[src/phsdr_pkg.sv]
package phsdr_pkg;

    // ********************************************
    // widths and depths
    // ********************************************
    localparam int CW_W = 16;
    localparam int SMP_W = 12;
    localparam int FIFO_DEPTH = 16;
    localparam int CNT_W = 5;
    localparam int BUF_DEPTH = 2;

    // ********************************************
    // control word fields
    // ********************************************
    localparam int CW1_TRIG_LO_BIT = 2;
    localparam int CW1_TRIG_HI_BIT = 3;
    localparam int CW1_PULSE_BIT = 4;
    localparam int CW1_POL_BIT = 5;
    localparam int CW1_RW_BIT = 6;
    localparam logic [CW_W-1:0] CW0_RST = 16'h0000;
    localparam logic [CW_W-1:0] CW1_RST = 16'h0030;
    localparam logic REG_SEL_CW0 = 1'b0;
    localparam logic REG_SEL_CW1 = 1'b1;

    // ********************************************
    // data-ready sequencer states
    // ********************************************
    typedef enum logic [2:0] {
        ST_ARMED = 3'b001,
        ST_SIGNAL = 3'b010,
        ST_DRAIN = 3'b100
    } phsdr_state_t;

    // fill threshold: rows by selector, columns by active channels
    // reserved combination maps to the full fifo depth
    function automatic logic [CNT_W-1:0] phsdr_threshold(input logic [1:0] chans_m1,
                                                          input logic [1:0] sel);
        logic [CNT_W-1:0] t;
        t = 5'h01;
        case ({sel, chans_m1})
            4'h0: t = 5'h01;
            4'h1: t = 5'h02;
            4'h2: t = 5'h03;
            4'h3: t = 5'h04;
            4'h4: t = 5'h04;
            4'h5: t = 5'h04;
            4'h6: t = 5'h06;
            4'h7: t = 5'h08;
            4'h8: t = 5'h08;
            4'h9: t = 5'h08;
            4'ha: t = 5'h09;
            4'hb: t = 5'h0c;
            4'hc: t = 5'h0e;
            4'hd: t = 5'h0c;
            4'he: t = 5'h0c;
            default: t = 5'h10;
        endcase
        return t;
    endfunction : phsdr_threshold

endpackage : phsdr_pkg

[src/phsdr_skid_buf.sv]
`timescale 1ns/1ps
module phsdr_skid_buf #(
    parameter int W = phsdr_pkg::SMP_W,
    parameter int DEPTH = phsdr_pkg::BUF_DEPTH
) (
    // clock and reset
    input wire logic mclk_i,
    input wire logic rst_i,
    // filling side
    input wire logic [W-1:0] in_data_i,
    input wire logic in_valid_i,
    output logic in_ready_o,
    // draining side
    output logic [W-1:0] out_data_o,
    output logic out_valid_o,
    input wire logic out_ready_i
);
    import phsdr_pkg::*;

    localparam int PW = (DEPTH > 1) ? $clog2(DEPTH) : 1;

    typedef struct packed {
        logic [DEPTH-1:0][W-1:0] mem;
        logic [PW-1:0] wp;
        logic [PW-1:0] rp;
        logic [PW:0] cnt;
    } phsdr_buf_t;

    phsdr_buf_t s_ff;
    phsdr_buf_t nxt_s;
    logic push;
    logic pop;

    // ********************************************
    // flags straight from the occupancy count
    // ********************************************
    assign in_ready_o = (s_ff.cnt != (PW+1)'(DEPTH));
    assign out_valid_o = (s_ff.cnt != '0);
    assign out_data_o = s_ff.mem[s_ff.rp];
    assign push = in_valid_i && in_ready_o;
    assign pop = out_valid_o && out_ready_i;

    // pointer wrap handles non power of two depths
    always_comb begin
        nxt_s = s_ff;
        if (push) begin
            nxt_s.mem[s_ff.wp] = in_data_i;
            nxt_s.wp = (s_ff.wp == PW'(DEPTH-1)) ? '0 : PW'(s_ff.wp + 1'b1);
        end
        if (pop) begin
            nxt_s.rp = (s_ff.rp == PW'(DEPTH-1)) ? '0 : PW'(s_ff.rp + 1'b1);
        end
        if (push && !pop) begin
            nxt_s.cnt = (PW+1)'(s_ff.cnt + 1'b1);
        end else if (pop && !push) begin
            nxt_s.cnt = (PW+1)'(s_ff.cnt - 1'b1);
        end
    end

    always_ff @(posedge mclk_i) begin
        if (rst_i) begin
            s_ff <= '0;
        end else begin
            s_ff <= nxt_s;
        end
    end

endmodule : phsdr_skid_buf

[src/phsdr_top.sv]
`timescale 1ns/1ps
// Contract
// - read strobe needs both selects, read active, write inactive
// - each read strobe pops one fifo word and drives the data bus; a read of an empty fifo pops nothing and drives zero
// - write strobe needs both selects, write active, read inactive
// - write strobe loads control word zero or control word one
// - strobe ends when the first contributing input goes inactive
// - write input can act as combined read/write direction input
// - bit 4 picks level or pulse, bit 5 picks polarity
// - ready signal goes active once the fill threshold is met
// - level mode: inactive at start of first threshold read
// - after threshold reads the trigger condition is checked again
// - pulse lasts one half conversion clock period
// - no further pulse before threshold words are read out
// - bit 6 set: write pin is direction, read pin ignored
// - threshold from two-bit field and channel count, one reserved
module phsdr_top #(
    parameter int SMP_W = phsdr_pkg::SMP_W,
    parameter int DEPTH = phsdr_pkg::FIFO_DEPTH
) (
    // clock and reset
    input wire logic mclk_i,
    input wire logic rst_i,
    // host bus
    input wire logic select_low_active_n_i,
    input wire logic select_high_active_i,
    input wire logic read_n_i,
    input wire logic write_n_i,
    input wire logic reg_sel_i,
    input wire logic [phsdr_pkg::CW_W-1:0] bus_data_i,
    output logic [phsdr_pkg::CW_W-1:0] bus_data_o,
    output logic bus_data_oe_n_o,
    // conversion word stream
    input wire logic [SMP_W-1:0] smp_data_i,
    input wire logic smp_valid_i,
    output logic smp_ready_o,
    // converter timing and setup
    input wire logic conversion_clock_i,
    input wire logic [1:0] chans_m1_i,
    // status
    output logic fifo_ready_signal_o,
    output logic [phsdr_pkg::CNT_W-1:0] fifo_count_o,
    output logic [phsdr_pkg::CW_W-1:0] control_word_zero_o,
    output logic [phsdr_pkg::CW_W-1:0] control_word_one_o
);
    import phsdr_pkg::*;

    localparam int PW = $clog2(DEPTH);
    // pointers wrap by overflow, so DEPTH must stay a power of two

    // ********************************************
    // state
    // ********************************************
    typedef struct packed {
        // fifo storage and occupancy
        logic [DEPTH-1:0][SMP_W-1:0] mem;
        logic [PW-1:0] wp;
        logic [PW-1:0] rp;
        logic [CNT_W-1:0] cnt;
        // strobe history for edge detection
        logic rd_act;
        logic wr_act;
        // captured write, committed when the strobe ends
        logic [CW_W-1:0] wr_hold;
        logic wr_sel;
        // control words
        logic [CW_W-1:0] cw0;
        logic [CW_W-1:0] cw1;
        // read port
        logic [CW_W-1:0] dout;
        logic oe_n;
        // conversion clock history and ready sequencer
        logic cclk_q;
        phsdr_state_t st;
        logic [CNT_W-1:0] left;
        logic rdy_out;
    } phsdr_core_t;

    phsdr_core_t s_ff;
    phsdr_core_t nxt_s;

    // buffer to fifo
    logic [SMP_W-1:0] buf_data;
    logic buf_valid;
    logic fifo_take;
    // strobe decode
    logic selected;
    logic combined;
    logic rd_cond;
    logic wr_cond;
    logic rd_go;
    logic wr_end;
    // fifo moves and ready terms
    logic pop;
    logic push;
    logic cclk_rise;
    logic cclk_fall;
    logic pulse_mode;
    logic trig_met;
    logic [CNT_W-1:0] thresh;
    logic active;

    // ********************************************
    // helpers
    // ********************************************
    // fifo pointer step; wraps for free at a power-of-two depth
    function automatic logic [PW-1:0] ptr_next(input logic [PW-1:0] p);
        return PW'(p + 1'b1);
    endfunction : ptr_next

    // one-step change of a count; shared by occupancy and drain counter
    function automatic logic [CNT_W-1:0] cnt_step(input logic [CNT_W-1:0] c, input logic up);
        return up ? CNT_W'(c + 1'b1) : CNT_W'(c - 1'b1);
    endfunction : cnt_step

    // pin level for an activity flag under the programmed polarity
    function automatic logic pin_level(input logic act, input logic pol);
        return pol ? act : !act;
    endfunction : pin_level

    // ********************************************
    // input skid buffer
    // ********************************************
    // two entries so a full fifo stalls the source without losing a word
    // the buffer's ready goes straight back to the source
    phsdr_skid_buf #(
        .W(SMP_W),
        .DEPTH(BUF_DEPTH)
    ) u_buf (
        .mclk_i(mclk_i),
        .rst_i(rst_i),
        .in_data_i(smp_data_i),
        .in_valid_i(smp_valid_i),
        .in_ready_o(smp_ready_o),
        .out_data_o(buf_data),
        .out_valid_o(buf_valid),
        .out_ready_i(fifo_take)
    );

    // ********************************************
    // strobe decode
    // ********************************************
    // pins are taken as synchronous; the host must give one mclk of setup
    // combined mode: write pin high means read, read pin is ignored
    assign combined = s_ff.cw1[CW1_RW_BIT];
    assign selected = !select_low_active_n_i && select_high_active_i;
    // any input leaving its active level drops the strobe at once
    assign rd_cond = combined ? (selected && write_n_i)
                              : (selected && !read_n_i && write_n_i);
    assign wr_cond = combined ? (selected && !write_n_i)
                              : (selected && !write_n_i && read_n_i);
    // reads act on the rising edge, writes on the falling edge, so a long strobe counts once
    assign rd_go = rd_cond && !s_ff.rd_act;
    assign wr_end = s_ff.wr_act && !wr_cond;

    // ********************************************
    // fifo handshake
    // ********************************************
    // the buffer may refill a full fifo in the cycle a read frees a slot
    assign fifo_take = (s_ff.cnt != CNT_W'(DEPTH)) || rd_go;
    assign push = buf_valid && fifo_take;
    // an empty read pops nothing and returns zero
    assign pop = rd_go && (s_ff.cnt != '0);

    // ********************************************
    // conversion clock edges and trigger terms
    // ********************************************
    // conversion clock is sampled; its edges must be slower than mclk_i
    // the pulse spans sampled rise to sampled fall, half a conversion period
    assign cclk_rise = conversion_clock_i && !s_ff.cclk_q;
    assign cclk_fall = !conversion_clock_i && s_ff.cclk_q;
    assign pulse_mode = s_ff.cw1[CW1_PULSE_BIT];
    assign thresh = phsdr_threshold(chans_m1_i,
                                    s_ff.cw1[CW1_TRIG_HI_BIT:CW1_TRIG_LO_BIT]);
    assign trig_met = (s_ff.cnt >= thresh);

    // ********************************************
    // next-state logic
    // ********************************************
    always_comb begin
        nxt_s = s_ff;
        active = 1'b0;
        // strobe and clock history follow the pins every cycle
        nxt_s.rd_act = rd_cond;
        nxt_s.wr_act = wr_cond;
        nxt_s.cclk_q = conversion_clock_i;

        // fifo storage: push and pop may share a cycle
        if (push) begin
            nxt_s.mem[s_ff.wp] = buf_data;
            nxt_s.wp = ptr_next(s_ff.wp);
        end
        if (pop) begin
            nxt_s.rp = ptr_next(s_ff.rp);
        end
        if (push && !pop) begin
            nxt_s.cnt = cnt_step(s_ff.cnt, 1'b1);
        end else if (pop && !push) begin
            nxt_s.cnt = cnt_step(s_ff.cnt, 1'b0);
        end

        // read data is latched at strobe start; empty fifo reads zero
        if (rd_go) begin
            nxt_s.dout = (s_ff.cnt != '0) ? CW_W'(s_ff.mem[s_ff.rp]) : '0;
        end
        nxt_s.oe_n = !rd_cond;

        // data is held until the strobe ends, matching the setup window
        if (wr_cond) begin
            nxt_s.wr_hold = bus_data_i;
            nxt_s.wr_sel = reg_sel_i;
        end
        // the committed word shows one cycle after the strobe drops
        if (wr_end) begin
            if (s_ff.wr_sel == REG_SEL_CW1) begin
                nxt_s.cw1 = s_ff.wr_hold;
            end else begin
                nxt_s.cw0 = s_ff.wr_hold;
            end
        end

        // ready sequencer
        // armed: waiting for the fill threshold
        // signal: output active; level mode leaves on the first read
        // drain: output idle until the threshold count of words is read
        case (s_ff.st)
            ST_ARMED: begin
                // pulse mode also waits for a conversion clock rise
                if (trig_met && (!pulse_mode || cclk_rise)) begin
                    nxt_s.st = ST_SIGNAL;
                    nxt_s.left = thresh;
                end
            end
            ST_SIGNAL: begin
                if (pop) begin
                    nxt_s.left = cnt_step(s_ff.left, 1'b0);
                end
                if (!pulse_mode && rd_go) begin
                    nxt_s.st = (s_ff.left == 5'h01) ? ST_ARMED : ST_DRAIN;
                end else if (pulse_mode && cclk_fall) begin
                    nxt_s.st = ST_DRAIN;
                end
            end
            ST_DRAIN: begin
                if (pop) begin
                    nxt_s.left = cnt_step(s_ff.left, 1'b0);
                end
                if (s_ff.left == '0 || (pop && s_ff.left == 5'h01)) begin
                    nxt_s.st = ST_ARMED;
                end
            end
            default: begin
                nxt_s.st = ST_ARMED;
            end
        endcase

        // pulse ending after all threshold reads goes straight back to armed
        if (s_ff.st == ST_SIGNAL && nxt_s.st == ST_DRAIN && nxt_s.left == '0) begin
            nxt_s.st = ST_ARMED;
        end

        // polarity applied at the flop so the pin never glitches
        active = (nxt_s.st == ST_SIGNAL);
        nxt_s.rdy_out = pin_level(active, s_ff.cw1[CW1_POL_BIT]);

        // any write to control word one restarts the sequencer
        // the new polarity applies at once so the pin shows idle
        if (wr_end && s_ff.wr_sel == REG_SEL_CW1) begin
            nxt_s.st = ST_ARMED;
            nxt_s.rdy_out = pin_level(1'b0, s_ff.wr_hold[CW1_POL_BIT]);
        end
    end

    // ********************************************
    // state register
    // ********************************************
    always_ff @(posedge mclk_i) begin
        if (rst_i) begin
            // all zero except the programmed reset words, the armed state and idle pins
            s_ff <= '0;
            s_ff.cw0 <= CW0_RST;
            s_ff.cw1 <= CW1_RST;
            s_ff.oe_n <= 1'b1;
            s_ff.st <= ST_ARMED;
            s_ff.rdy_out <= !CW1_RST[CW1_POL_BIT];
        end else begin
            s_ff <= nxt_s;
        end
    end

    // ********************************************
    // outputs, all from flops
    // ********************************************
    // registered outputs keep the pins free of decode glitches
    assign bus_data_o = s_ff.dout;
    assign bus_data_oe_n_o = s_ff.oe_n;
    assign fifo_ready_signal_o = s_ff.rdy_out;
    assign fifo_count_o = s_ff.cnt;
    assign control_word_zero_o = s_ff.cw0;
    assign control_word_one_o = s_ff.cw1;

endmodule : phsdr_top
[config.mk]
export PLATFORM = sky130hd
export DESIGN_NAME = phsdr_top
export DESIGN_NICKNAME = d
export VERILOG_FILES = /design/src/phsdr_pkg.sv /design/src/phsdr_skid_buf.sv /design/src/phsdr_top.sv
export SDC_FILE = /design/constraint.sdc
export NUM_CORES = 1
export LEC_CHECK = 0
export BUFFER_PORTS_ARGS = -buffer_cell sky130_fd_sc_hd__buf_2
export CORE_ASPECT_RATIO = 1.75
export CORE_MARGIN = 2
export CORE_UTILIZATION = 65
export CTS_CLUSTER_DIAMETER = 120
export DETAILED_ROUTE_END_ITERATION = 12
export PLACE_DENSITY = 0.93
export SYNTH_ARGS = -nofsm -noshare
export SYNTH_HDL_FRONTEND = slang
export SYNTH_SLANG_ARGS = --single-unit
export TNS_END_PERCENT = 1
[constraint.sdc]
create_clock -name mclk_i -period 7.4 [get_ports mclk_i]
set_input_delay 1.48 -clock mclk_i [delete_from_list [all_inputs] [get_ports mclk_i]]
set_output_delay 1.48 -clock mclk_i [all_outputs]
set_load 0.05 [all_outputs]
# Word level (Yosys, flattened, before mapping)
# Memory sizes are Yosys's and may differ from the RTL's.
# Index checks and enable logic that the tools add are counted.
[totals] out_inout_bits=56 input_bits=39 n_memories=1 wordCells=145 mem_bits_ro=80 ff_bits=311
[mem_list] name="(name not given)" words=16 width=5 rd=1 rd_ports_with_merged_regs=0 write_ports=0 line="phsdr_pkg.sv:40" rtl="case ({sel, chans_m1})"
[op_classes] order_cmp=7 bitwise=1 addsub=9 eq_ne=8 reduce_logical=52 muxes=31
[op_table] cell="192-bit bitwise mux" n=1
[op_table] cell="12-bit 2-to-1 mux" n=6
[op_table] cell="12-bit binary-select mux with 4-bit select" n=1
[op_table] cell="12-bit demux with 4-bit select" n=1
[op_table] cell="1-bit logical AND" n=26
[op_table] cell="24-bit bitwise mux" n=1
[op_table] cell="3-bit 2-to-1 mux" n=5
[op_table] cell="5-bit 2-to-1 mux" n=3
[op_table] cell="1-bit logical NOT" n=13
[op_table] cell="12-bit demux with 1-bit select" n=1
[op_table] cell="5-bit logical NOT" n=2
[op_table] cell="4-bit by 5-bit less-than comparator with 1-bit output (second input constant)" n=2
[op_table] cell="5-bit one-hot mux with 2 select lines" n=1
[op_table] cell="5-bit by 1-bit subtractor with 5-bit output (second input constant)" n=2
[op_table] cell="3-bit one-hot mux with 3 select lines" n=1
[op_table] cell="4-bit by 1-bit adder with 4-bit output (second input constant)" n=2
[op_table] cell="8-bit 2-to-1 mux" n=1
[op_table] cell="1-bit 2-to-1 mux" n=7
[op_table] cell="3-bit by 2-bit equality test with 1-bit output (second input constant)" n=2
[op_table] cell="3-bit equality test (second input constant)" n=2
[op_table] cell="2-bit nonzero test" n=3
[op_table] cell="5-bit by 1-bit adder with 5-bit output (second input constant)" n=1
[op_table] cell="5-bit by 1-bit equality test with 1-bit output (second input constant)" n=1
[op_table] cell="5-bit greater-or-equal comparator" n=1
[op_table] cell="other kinds (15)" n=22

# Depth between registers and ports, before layout
# Gate-level depths: netlist (run 1).
[logic_depth] depth_word=19 mapped_depth=14 mapped_depth_nobuf=13

# Hierarchy
# From an unflattened synthesis (run 1), not the netlist that was laid out.
[unflattened] hier_cells=1342 area_unflattened_um2=13933.4
[by_module_without_submodules] mod="phsdr_top" seq_area_each_um2=5585.4 cells_each=1200 instances=1 area_each_um2=12585.8
[by_module_without_submodules] mod="phsdr_skid_buf" seq_area_each_um2=560.5 cells_each=142 instances=1 area_each_um2=1347.5

# Least setup slack after synthesis (run 1)
# OpenSTA, ideal clock, no wires.
[synth_path] path_type="input to register" startpoint="in select_low_active_n_i" endpoint="reg s_ff (netlist bit fifo_count_o[4])" required_time_ps=7330 arrival_time_ps=4202 path_slack_ps=3128 cell_stages=13 cell_sequence="nand2b_1 or4b_1 buf_4 a31oi_4 buf_6 ha_1 inv_1 fa_1 a21o_1 a21oi_1 xnor2_1 or3_1 a21oi_1"
[synth_between] elab_chain_cells=11 elab_cells_between_ends=16 classes_between="2 x mux; 14 x reduce/logical"
[synth_rtl] element="start, declared" line="phsdr_top.sv:25" rtl="input wire logic select_low_active_n_i,"
[synth_rtl] element="1-bit logical NOT *" line="phsdr_top.sv:146" rtl="assign selected = !select_low_active_n_i && select_high_active_i;"
[synth_rtl] element="1-bit logical AND *" line="phsdr_top.sv:146"
[synth_rtl] element="1-bit logical AND (2 in a row)" line="phsdr_top.sv:149" rtl=": (selected && !read_n_i && write_n_i);"
[synth_rtl] element="1-bit 2-to-1 mux *" line="phsdr_top.sv:148" rtl="assign rd_cond = combined ? (selected && write_n_i)"
[synth_rtl] element="1-bit logical AND *" line="phsdr_top.sv:153" rtl="assign rd_go = rd_cond && !s_ff.rd_act;"
[synth_rtl] element="1-bit logical OR *" line="phsdr_top.sv:160" rtl="assign fifo_take = (s_ff.cnt != CNT_W'(DEPTH)) || rd_go;"
[synth_rtl] element="1-bit logical AND *" line="phsdr_top.sv:161" rtl="assign push = buf_valid && fifo_take;"
[synth_rtl] element="via push" line="phsdr_top.sv:95" rtl="logic push;"
[synth_rtl] element="1-bit logical NOT" line="phsdr_top.sv:198" rtl="end else if (pop && !push) begin"
[synth_rtl] element="1-bit logical AND" line="phsdr_top.sv:198"
[synth_rtl] element="2-bit nonzero test (no line)"
[synth_rtl] element="end signal, assigned" line="phsdr_top.sv:287" rtl="s_ff <= nxt_s;"
[synth_rtl] element="end, declared" line="phsdr_top.sv:79" rtl="phsdr_core_t s_ff;"
# Mark *: on every way through the listed nets, which the timed path passes. The rest lies on a longest branch.
# A chain may end at the register's enable or synchronous reset.

# Final worst setup path (run 1)
[layout_path] startpoint="in select_low_active_n_i" endpoint="reg s_ff (netlist bit fifo_count_o[4])"
[layout_between] elab_chain_cells=11 elab_cells_between_ends=16 classes_between="2 x mux; 14 x reduce/logical"
[layout_rtl] element="1-bit logical NOT *" line="phsdr_top.sv:146"
[layout_rtl] element="1-bit logical AND *" line="phsdr_top.sv:146"
[layout_rtl] element="1-bit logical AND (2 in a row)" line="phsdr_top.sv:149"
[layout_rtl] element="1-bit 2-to-1 mux *" line="phsdr_top.sv:148"
[layout_rtl] element="1-bit logical AND *" line="phsdr_top.sv:153"
[layout_rtl] element="1-bit logical OR" line="phsdr_top.sv:160"
[layout_rtl] element="1-bit logical AND" line="phsdr_top.sv:161"
[layout_rtl] element="1-bit logical NOT" line="phsdr_top.sv:198"
[layout_rtl] element="1-bit logical AND" line="phsdr_top.sv:198"
[layout_rtl] element="2-bit nonzero test (no line)"
# Every way passes the cells marked *; elsewhere a longest branch is shown, timed or not.

==> results.cfg, run 1 <==
[run_status]
outcome = finished, final reports clean

[global_routing]
grtUsageMet3 = 0.0464
grt_pass1_wl_um = 53900
grtUsageMet1 = 0.326
grt_pass1_vias = 10500
gr-total-overflow = 0
grt_start_max_net_pins = 114
antenna_found_initial = 0
top_usage_layer = met2
grt_util_met2 = 0.536
grt_usage = 0.304

[placement]
dp_hpwl_um = 20700
io_buffers = 90
gp_congestion = 0.897

[setup_path]
required_ns = 7.86
path_class = in2reg
endpoint_kind = register
crit_fanout = 24
cp-start-kind = input port
arrival_ns = 4.84

[logic_synthesis]
yosys-top-cells-area = dfxtp_1 44%, mux2i_1 15%, mux4_2 9.8%, nor2_1 6.9%, buf_4 3.2%
yosys.area.top_type = dfxtp_1
syn_avg_cell_area_um2 = 10.3
syn_inst = 1338
ys_warn_count = 0
ys_types = 58
ys_seq_area_frac = 0.445
postSynthRegisterBits = 307
synth_async_sr_flop_share = 0
synth_top_area_frac = 0.445
synth_edf_count = 0
synth_ff_type = dfxtp_1
syn_area_um2 = 13800

[cts]
cts_buffers = 26
path_clk_slew_ns = 0.07
clk_latency_ns = 0.54
cts_setup_buffers = 0
cts_buffer_depth = 3
cts_root_buf = clkbuf_16
htree_levels = 1
cts_resized = 0
cts_hold_buf = 0
cts.sinks = 307
cts_tree = yes

[power]
leakagePower_nw = 6.94
peakVddDrop_v = 0.000229
power_density_nw_per_um2 = 272

[timing]
worst_slew_pin_slew_ns = 1.24
min_period_over_period = 0.593
hold_viol_final = 0
slew_headroom = 0.170
rsz0062_at_grt = false
fin_skew_ns = 0.0188
fmax_ghz = 0.228
maxSlewViolCount = 0
setup_viol = 0
finalSetupTns_ns = 0
fin_crit_ns = 4.39

[floorplanning]
initial_utilization = 0.663
die_w_um = 114
core_um2 = 20800
io_pins = 95
die_h_um = 197
placementRows = 70
fp.dieArea_um2 = 22500

[route]
vias = 10200
vias_per_cell = 6.39
routedWlPerCell_um = 21.6
drc = 0
routed_wl_um = 34400
drtPass1Iterations = 6
ant_nets = 0
drt_first_iter_violations = 1229

[cells_and_area]
fin_util = 0.707
nNetsFinal = 1380
multiInputGateArea_um2 = 6730
seq_area_um2 = 6150
antenna_cells = 0
area_delta_synth_final_pct = 6.58
drive_gt1_frac = 0.184
fillerInstances = 1344

[flow_run]
maxCapViolations = 0

[min_path]
hp-class = reg2reg
[routing by layer]
metal	up-vias	routed length [µm]
li1	4515	-
met1	4917	11800
met2	543	17600
met3	192	2340
met4	0	2620
met5	-	0
[cell usage after synthesis (all sizes together), types with 2 or more instances]
library cell,instances
dfxtp,307
nor2,254
mux2i,208
nand2,104
buf,86
clkbuf,65
a21oi,64
mux4,60
ha,21
nand3,18
inv,15
mux2,15
a22o,14
a22oi,13
nand4,8
xor2,8
o21ai,7
xnor2,7
nand2b,6
a31oi,5
or2,5
or3,5
nor3,4
nand3b,3
nor2b,3
nor4b,3
o211ai,3
a211oi,2
a21o,2
nor3b,2
nor4,2
o22a,2
[cells in the final DEF (no fill, tap or decap), types with 7 or more instances in the layout]
master,instances
mux2_2,15
nand4_1,8
nand3_4,12
clkbuf_16,26
mux2i_1,208
xnor2_1,7
a22o_1,14
buf_2,89
nor2_1,253
xor2_1,8
a21oi_1,64
a22oi_1,13
inv_1,15
mux4_2,60
buf_4,11
ha_1,21
nand2_1,104
dfxtp_1,305
[power breakdown]
part	switching, mW	internal, mW	leakage [nW]
Clock	0.630	0.873	0.456
Combinational	0.464	0.260	4.01
Sequential	0.0759	1.71	2.48
Total	1.17	2.84	6.94
[cell families after synthesis]
group	after synthesis	share of synthesized area
mux	283	0.261
fa+ha+maj	22	0.0205
compound gates	122	0.0566
simple gates	422	0.138
flops	307	0.445
xor+xnor	15	0.00951
other cells	1	0.000271
buf+inv	166	0.0701
[stage by stage]
step | hold WS (ns) | worst slack (ns) | std cells | power (mW) | instance area, µm²
floorplan | 0.434 | 3.13 | 1341 | 2.40 | 13800
global placement | 0.439 | 2.60 | 1543 | 2.49 | 13800
detailed placement | 0.446 | 2.55 | 1543 | 2.52 | 13800
CTS | 0.456 | 3.04 | 1591 | 4.00 | 14700
global route | 0.469 | 2.81 | 1591 | 4.14 | 14700
finish | 0.452 | 3.01 | 1591 | 4.01 | 14700
[critical path, cell delays in order]
cell and delay [ns]:
buf_2 0.09, nand2b_1 0.20, or4b_1 0.50, buf_4 0.27
a31oi_4 0.18, buf_4 0.43, ha_1 0.28, inv_1 0.11
fa_1 0.42, a21o_1 0.18, a21oi_1 0.16, xnor2_1 0.09
or3_1 0.30, a21oi_1 0.14
[cell type report]
cell class                 count  share of cell area
sequential                   307               0.418
inverter                      15             0.00382
clock inverter                17              0.0176
timing repair buffer         101              0.0368
tap                          252              0.0214
multi-input combinational    868               0.457
clock buffer                  31              0.0461
[flip-flops by register name, indices dropped and copies added (netlist names)]
name / cells
control_word_one_o: 16
control_word_zero_o: 16
bus_data_o: 12
s_ff: 228
u_buf.s_ff: 28
bus_data_oe_n_o: 1
fifo_count_o: 5
fifo_ready_signal_o: 1
[final timing paths]
kind	startpoint	end	slack [ns]	cells past startpoint
max	select_low_active_n_i	fifo_count_o[4]$_SDFFE_PP0P_	3.01	14
min	control_word_zero_o[8]$_SDFFE_PP0P_	control_word_zero_o[8]$_SDFFE_PP0P_	0.45	2
max reg2reg	control_word_one_o[6]$_SDFFE_PP0P_	fifo_count_o[4]$_SDFFE_PP0P_	3.72	13
min reg2reg	control_word_zero_o[8]$_SDFFE_PP0P_	control_word_zero_o[8]$_SDFFE_PP0P_	0.45	2
No activity file was read; power rests on OpenSTA's default activity.
==> inputs of run 2 (changes only) <==
--- a/config.mk
+++ b/config.mk
@@ -8,10 +8,10 @@
 export BUFFER_PORTS_ARGS = -buffer_cell sky130_fd_sc_hd__buf_2
 export CORE_ASPECT_RATIO = 1.75
 export CORE_MARGIN = 2
-export CORE_UTILIZATION = 65
+export CORE_UTILIZATION = 55
 export CTS_CLUSTER_DIAMETER = 120
 export DETAILED_ROUTE_END_ITERATION = 12
-export PLACE_DENSITY = 0.93
+export PLACE_DENSITY = 0.84
 export SYNTH_ARGS = -nofsm -noshare
 export SYNTH_HDL_FRONTEND = slang
 export SYNTH_SLANG_ARGS = --single-unit
==> constraint.sdc (replaced) <==
create_clock -name mclk_i -period 3.55 [get_ports mclk_i]
set_input_delay 0.71 -clock mclk_i [delete_from_list [all_inputs] [get_ports mclk_i]]
set_output_delay 0.71 -clock mclk_i [all_outputs]
set_load 0.05 [all_outputs]
==> run 2 against run 1 <==
Non-clock buffer count rose by 12; wire length fell by 9.7%; critical path depth fell by 3; register-to-register slack got worse by 3.3 ns; cell count rose by 4.3%; clock skew fell by 0.0098 ns; combinational power rose by 110%; die area rose by 18%; power rose by 100%.
==> results.cfg, run 2 (synthesis gave the netlist of run 1 again) <==
[cts]
clk_latency_ns = 0.55
cts_buffer_depth = 3
cts_root_buf = clkbuf_16
cts_resized = 0
cts.sinks = 307
cts_tree = yes
cts_hold_buf = 0
cts_setup_buffers = 0
path_clk_slew_ns = 0.07
cts_buffers = 26
htree_levels = 1

[setup_path]
crit_chain = nor2b_1, or4b_1, a31oi_4, ha_1, inv_1, fa_1, a21o_1, a21oi_1, xnor2_1, or3_1, a21oi_1
cpMostUsedCell = a21oi_1
r2r_setup_slack_ns = 0.38
crit_path_top_delay_cell = or4b_1
cp-start-kind = register
crit_buf_inv = 1
cpLargestDelayFamily = simple AND/OR/NAND/NOR gates
slowest_delay_ns = 0.68
arrival_ns = 3.64
crit_fanout = 4
path_class = reg2reg
required_ns = 4.02
endpoint_kind = register

[route]
drtPass1Iterations = 7
routedWlPerCell_um = 18.7
vias = 9653
routed_wl_um = 31100
ant_nets = 0
vias_per_cell = 5.82
drt_first_iter_violations = 715
drc = 0

[floorplanning]
initial_utilization = 0.561
core_um2 = 24600
die_h_um = 214
die_w_um = 124
io_pins = 95
placementRows = 76
fp.dieArea_um2 = 26500

[cells_and_area]
area_delta_synth_final_pct = 7.40
final_common_cell = dfxtp_1
seq_area_um2 = 6150
top_regs = s_ff x228, u_buf.s_ff x28
final_area_um2 = 14800
antenna_cells = 0
multiInputGateArea_um2 = 6720
fillerInstances = 1908
largest_reg_flops = 228
nNetsFinal = 1392
fin_util = 0.603
drive_gt1_frac = 0.190
layout_common_cells = 305 x dfxtp_1, 253 x nor2_1, 208 x mux2i_1
regMostFlops = s_ff

[global_routing]
grt_usage = 0.235
grt_start_max_net_pins = 130
gr-total-overflow = 0
grt_pass1_wl_um = 48400
antenna_found_initial = 0
grt_pass1_vias = 9502

[timing]
fin_skew_ns = 0.00900
worst_slew_pin_slew_ns = 1.16
setup_viol = 0
rsz0062_at_grt = false
fin_crit_ns = 3.17
finalSetupTns_ns = 0
hold_slack_ns = 0.397
min_period_over_period = 0.893
fmax_ghz = 0.316
maxSlewViolCount = 0
slew_headroom = 0.224
hold_viol_final = 0
finalWorstSetupSlack_ns = 0.381

[power]
peakVddDrop_v = 0.000327
leakagePower_nw = 6.98
power_density_nw_per_um2 = 548

[flow_run]
maxCapViolations = 0

[placement]
gp_congestion = 0.814
io_buffers = 90
placed_area_um2 = 14000
dp_hpwl_um = 20400
post-place-ws_ns = -0.0365

[min_path]
hp-class = in2reg

[run_status]
outcome = finished, final reports clean
run 2: cell count changes in the layout (fill, tap and decap cells not counted), sizes merged:
cell	change
buf	+12
bufinv	-5
clkbuf	+6
clkinv	-2
clkinvlp	-1
inv	-1
run 2: metrics by stage:
step / instances / power, mW
2_1_floorplan: 1341 / 5.00
3_3_place_gp: 1615 / 5.22
3_5_place_dp: 1615 / 5.28
4_1_cts: 1660 / 8.15
5_1_grt: 1660 / 8.42
6_report: 1660 / 8.13
run 2: final timing paths:
kind                                        from                                  end  cells after the start
min                                bus_data_i[8]                s_ff[68]$_SDFFE_PP0P_                      3
min reg2reg  control_word_zero_o[6]$_SDFFE_PP0P_  control_word_zero_o[6]$_SDFFE_PP0P_                      2
max reg2reg   control_word_one_o[6]$_SDFFE_PP0P_         fifo_count_o[4]$_SDFFE_PP0P_                     11
max           control_word_one_o[6]$_SDFFE_PP0P_         fifo_count_o[4]$_SDFFE_PP0P_                     11
run 2: layer usage:
| metal | vias to the layer above | global-route usage | wire length, µm |
|---|---|---|---|
| li1 | 4542 | - | - |
| met1 | 4730 | 0.254 | 11600 |
| met2 | 291 | 0.436 | 16600 |
| met3 | 90 | 0.0306 | 1450 |
| met4 | 0 | 0.122 | 1440 |
| met5 | - | 0 | 0 |
run 2: cell type report:
cell class                 count  area share
inverter                      15     0.00379
clock inverter                 8     0.00480
tap                          312      0.0263
timing repair buffer         113      0.0443
sequential                   307       0.414
multi-input combinational    868       0.453
clock buffer                  37      0.0535
run 2: worst reg2reg max path: cells and delay by family (launching register included):
family | cells | cell delay, ns
buffers and inverters | 1 | 0.13
AOI/OAI and AO/OA | 4 | 0.71
DFF | 1 | 0.39
adders and majority gates | 2 | 0.67
and+or+nand+nor | 3 | 1.09
xor gates and xnor gates | 1 | 0.09
run 2: where the power goes:
| group | leakage, nW | switching [mW] | internal (mW) |
|---|---|---|---|
| Combinational | 4.07 | 0.957 | 0.562 |
| Sequential | 2.48 | 0.138 | 3.56 |
| Clock | 0.430 | 1.28 | 1.63 |
| Total | 6.98 | 2.38 | 5.75 |
==> inputs of run 3 (changes only) <==
--- a/config.mk
+++ b/config.mk
@@ -10,9 +10,11 @@
 export CORE_MARGIN = 2
 export CORE_UTILIZATION = 55
 export CTS_CLUSTER_DIAMETER = 120
+export CTS_CLUSTER_SIZE = 40
 export DETAILED_ROUTE_END_ITERATION = 12
-export PLACE_DENSITY = 0.84
+export PLACE_DENSITY_LB_ADDON = 0.3
 export SYNTH_ARGS = -nofsm -noshare
 export SYNTH_HDL_FRONTEND = slang
+export SYNTH_HIERARCHICAL = 1
 export SYNTH_SLANG_ARGS = --single-unit
 export TNS_END_PERCENT = 1
==> run 3 against run 2 <==
Sequential power barely moved; die area is 0.79% higher; sequential share of layout area increased by 1.3 points; critical endpoint unchanged.
==> results.cfg, run 3 <==
[power]
p_switching_mw = 2.04
leakagePower_nw = 6.69
comb_power_share = 0.214
total_power_mw = 6.74
p_sw_frac = 0.302
power_frac_seq = 0.550
power_density_nw_per_um2 = 468
p_clk_frac = 0.236
peakVddDrop_v = 0.000324
intPower_mw = 4.70

[setup_path]
crit_fanout = 6
r2r_setup_slack_ns = 0.57
cp-start-kind = register
endpoint_kind = register
timing.rr.start = fifo_count_o[0]$_SDFFE_PP0P_
rr_endpoint = fifo_count_o[4]$_SDFFE_PP0P_
arrival_ns = 3.41
ff2ff_path_depth = 12
required_ns = 3.98
path_class = reg2reg

[placement]
dp_hpwl_um = 19600
io_buffers = 90
dp_cells = 1625
gp_congestion = 0.877

[logic_synthesis]
syn_inst = 1342
synth.area.mux_share = 0.256
yosysMostFrequentCell = dfxtp_1
synth-adder-area-share = 0.0203
synth_edf_count = 0
synth_async_sr_flop_share = 0
synth_xor_area_frac = 0.00943
syn_avg_cell_area_um2 = 10.4
syn_area_um2 = 13900
synth_ff_type = dfxtp_1
synth_top_family_by_area = multiplexers
postSynthRegisterBits = 307
ys_types = 67
yosys-top-cells-area = dfxtp_1 44%, mux2i_1 15%, mux4_2 9.7%, nor2_1 6.5%, buf_4 3.4%
yosys.area.top_type = dfxtp_1
synth_top_area_frac = 0.441
ys_top_cells_by_count = 307 x dfxtp_1, 240 x nor2_1, 206 x mux2i_1
synth_compound_area_frac = 0.0577
synthSimpleGateAreaFrac = 0.144
ys_warn_count = 6
ys_seq_area_frac = 0.441

[route]
routedLengthMet1_um = 11900
routedWlPerCell_um = 18.1
ant_nets = 0
drtPass1Iterations = 4
vias = 9240
routed_wl_um = 29600
drc = 0
top_layer = met4
vias_per_cell = 5.64
wl_met2_um = 15800
wl_met3_um = 1050
drt_first_iter_violations = 581

[min_path]
hp-start = bus_data_i[15]
hp-class = in2reg
min_path_cells = 3
whs_endpoint = s_ff[75]$_SDFFE_PP0P_

[cells_and_area]
final_common_cell = dfxtp_1
fillerInstances = 2157
nNetsFinal = 1383
multiInputGateArea_um2 = 6820
final_cells = 1637
seq_area_um2 = 6150
layout_common_cells = 305 x dfxtp_1, 240 x nor2_1, 206 x mux2i_1
regMostFlops = s_ff
drive_gt1_frac = 0.183
fin_util = 0.574
antenna_cells = 0
largest_reg_flops = 228
top_regs = s_ff x228, u_buf/s_ff x28
area_delta_synth_final_pct = 3.28

[global_routing]
grt_start_max_net_pins = 132
gr-total-overflow = 0
antenna_found_initial = 0
grt_pass1_wl_um = 47800
grt_pass1_vias = 9120
grt_usage = 0.219

[cts]
htree_levels = 1
clk_latency_ns = 0.50
cts_tree = yes
cts.sinks = 307
cts_setup_buffers = 0
cts_resized = 0
cts_root_buf = clkbuf_16
cts_buffers = 11
cts_buffer_depth = 3
path_clk_slew_ns = 0.14
cts_hold_buf = 0

[timing]
fin_crit_ns = 2.98
fmax_ghz = 0.335
hold_slack_ns = 0.431
fin_skew_ns = 0.0231
finalSetupTns_ns = 0
worst_slew_pin_slew_ns = 1.17
setup_viol = 0
slew_headroom = 0.217
rsz0062_at_grt = false
min_period_over_period = 0.841
maxSlewViolCount = 0
hold_viol_final = 0

[floorplanning]
fp.dieArea_um2 = 26700
placementRows = 77
initial_utilization = 0.556
die_h_um = 215
core_um2 = 25000
die_w_um = 124
io_pins = 95

[run_status]
outcome = finished, final reports clean

[flow_run]
maxCapViolations = 0
run 3: changes by cell type in the layout (fill, tap and decap cells not counted), moves of 17 or more:
cell / before / now
nand2b_1: 6 / 29
a21oi_1: 64 / 46
clkbuf_16: 28 / 11
nand2_1: 104 / 78
o21ai_0: 6 / 30
run 3: routing by layer:
metal | track usage | vias to the layer above
met1 | 0.256 | 4475
met2 | 0.418 | 195
met3 | 0.0202 | 52
met4 | 0.0693 | 0
met5 | 0 | -
li1 | - | 4518
run 3: cell families after synthesis:
group	count (synthesis)
compound gates	127
other cells	1
fa+ha+maj	22
mux	280
simple gates	424
flops	307
buf+inv	166
xor+xnor	15
run 3: layout make-up:
class,instances,area share
sequential,307,0.427
inverter,14,0.00365
tap,316,0.0275
clock buffer,11,0.0191
multi-input combinational,872,0.474
clock inverter,1,0.00113
timing repair buffer,116,0.0472
run 3: how the worst max path moves through the flow:
stage                              endpoint  slack [ns]                          from  cells after the start
4_1_cts        fifo_count_o[4]$_SDFFE_PP0P_        0.54  fifo_count_o[0]$_SDFFE_PP0P_                     12
6_report       fifo_count_o[4]$_SDFFE_PP0P_        0.57  fifo_count_o[0]$_SDFFE_PP0P_                     12
3_3_place_gp             s_ff[8]$_SDFF_PP0_        0.29                 chans_m1_i[0]                     13
2_1_floorplan  fifo_count_o[4]$_SDFFE_PP0P_        0.50         select_low_active_n_i                     13
3_5_place_dp             s_ff[8]$_SDFF_PP0_        0.22                 chans_m1_i[0]                     13
5_1_grt        fifo_count_o[4]$_SDFFE_PP0P_        0.35  fifo_count_o[0]$_SDFFE_PP0P_                     12
run 3: power by group through the flow:
stage	Combinational [mW]	Clock (mW)	Sequential, mW
CTS	1.46	1.63	3.70
global route	1.59	1.73	3.72
floorplan	1.22	0	3.74
finish	1.44	1.59	3.70
global placement	1.43	0	3.77
detailed placement	1.45	0	3.78
run 3: critical path: stages, from the launching register on:
cell and delay, ns:
dfxtp_1 0.42, nor4_4 0.42, and2_1 0.31, nor2_8 0.04
inv_2 0.09, ha_1 0.19, inv_1 0.10, fa_1 0.42
a21o_1 0.19, a21oi_1 0.17, xnor2_1 0.10, or3_1 0.31
a21oi_1 0.15
run 3: through the flow:
stage                     instance area [µm²]  setup slack (ns)
after floorplan                         13900             0.502
after global placement                  14100             0.290
after detailed placement                14100             0.222
after CTS                               14400             0.539
after global routing                    14400             0.354
final                                   14400             0.566
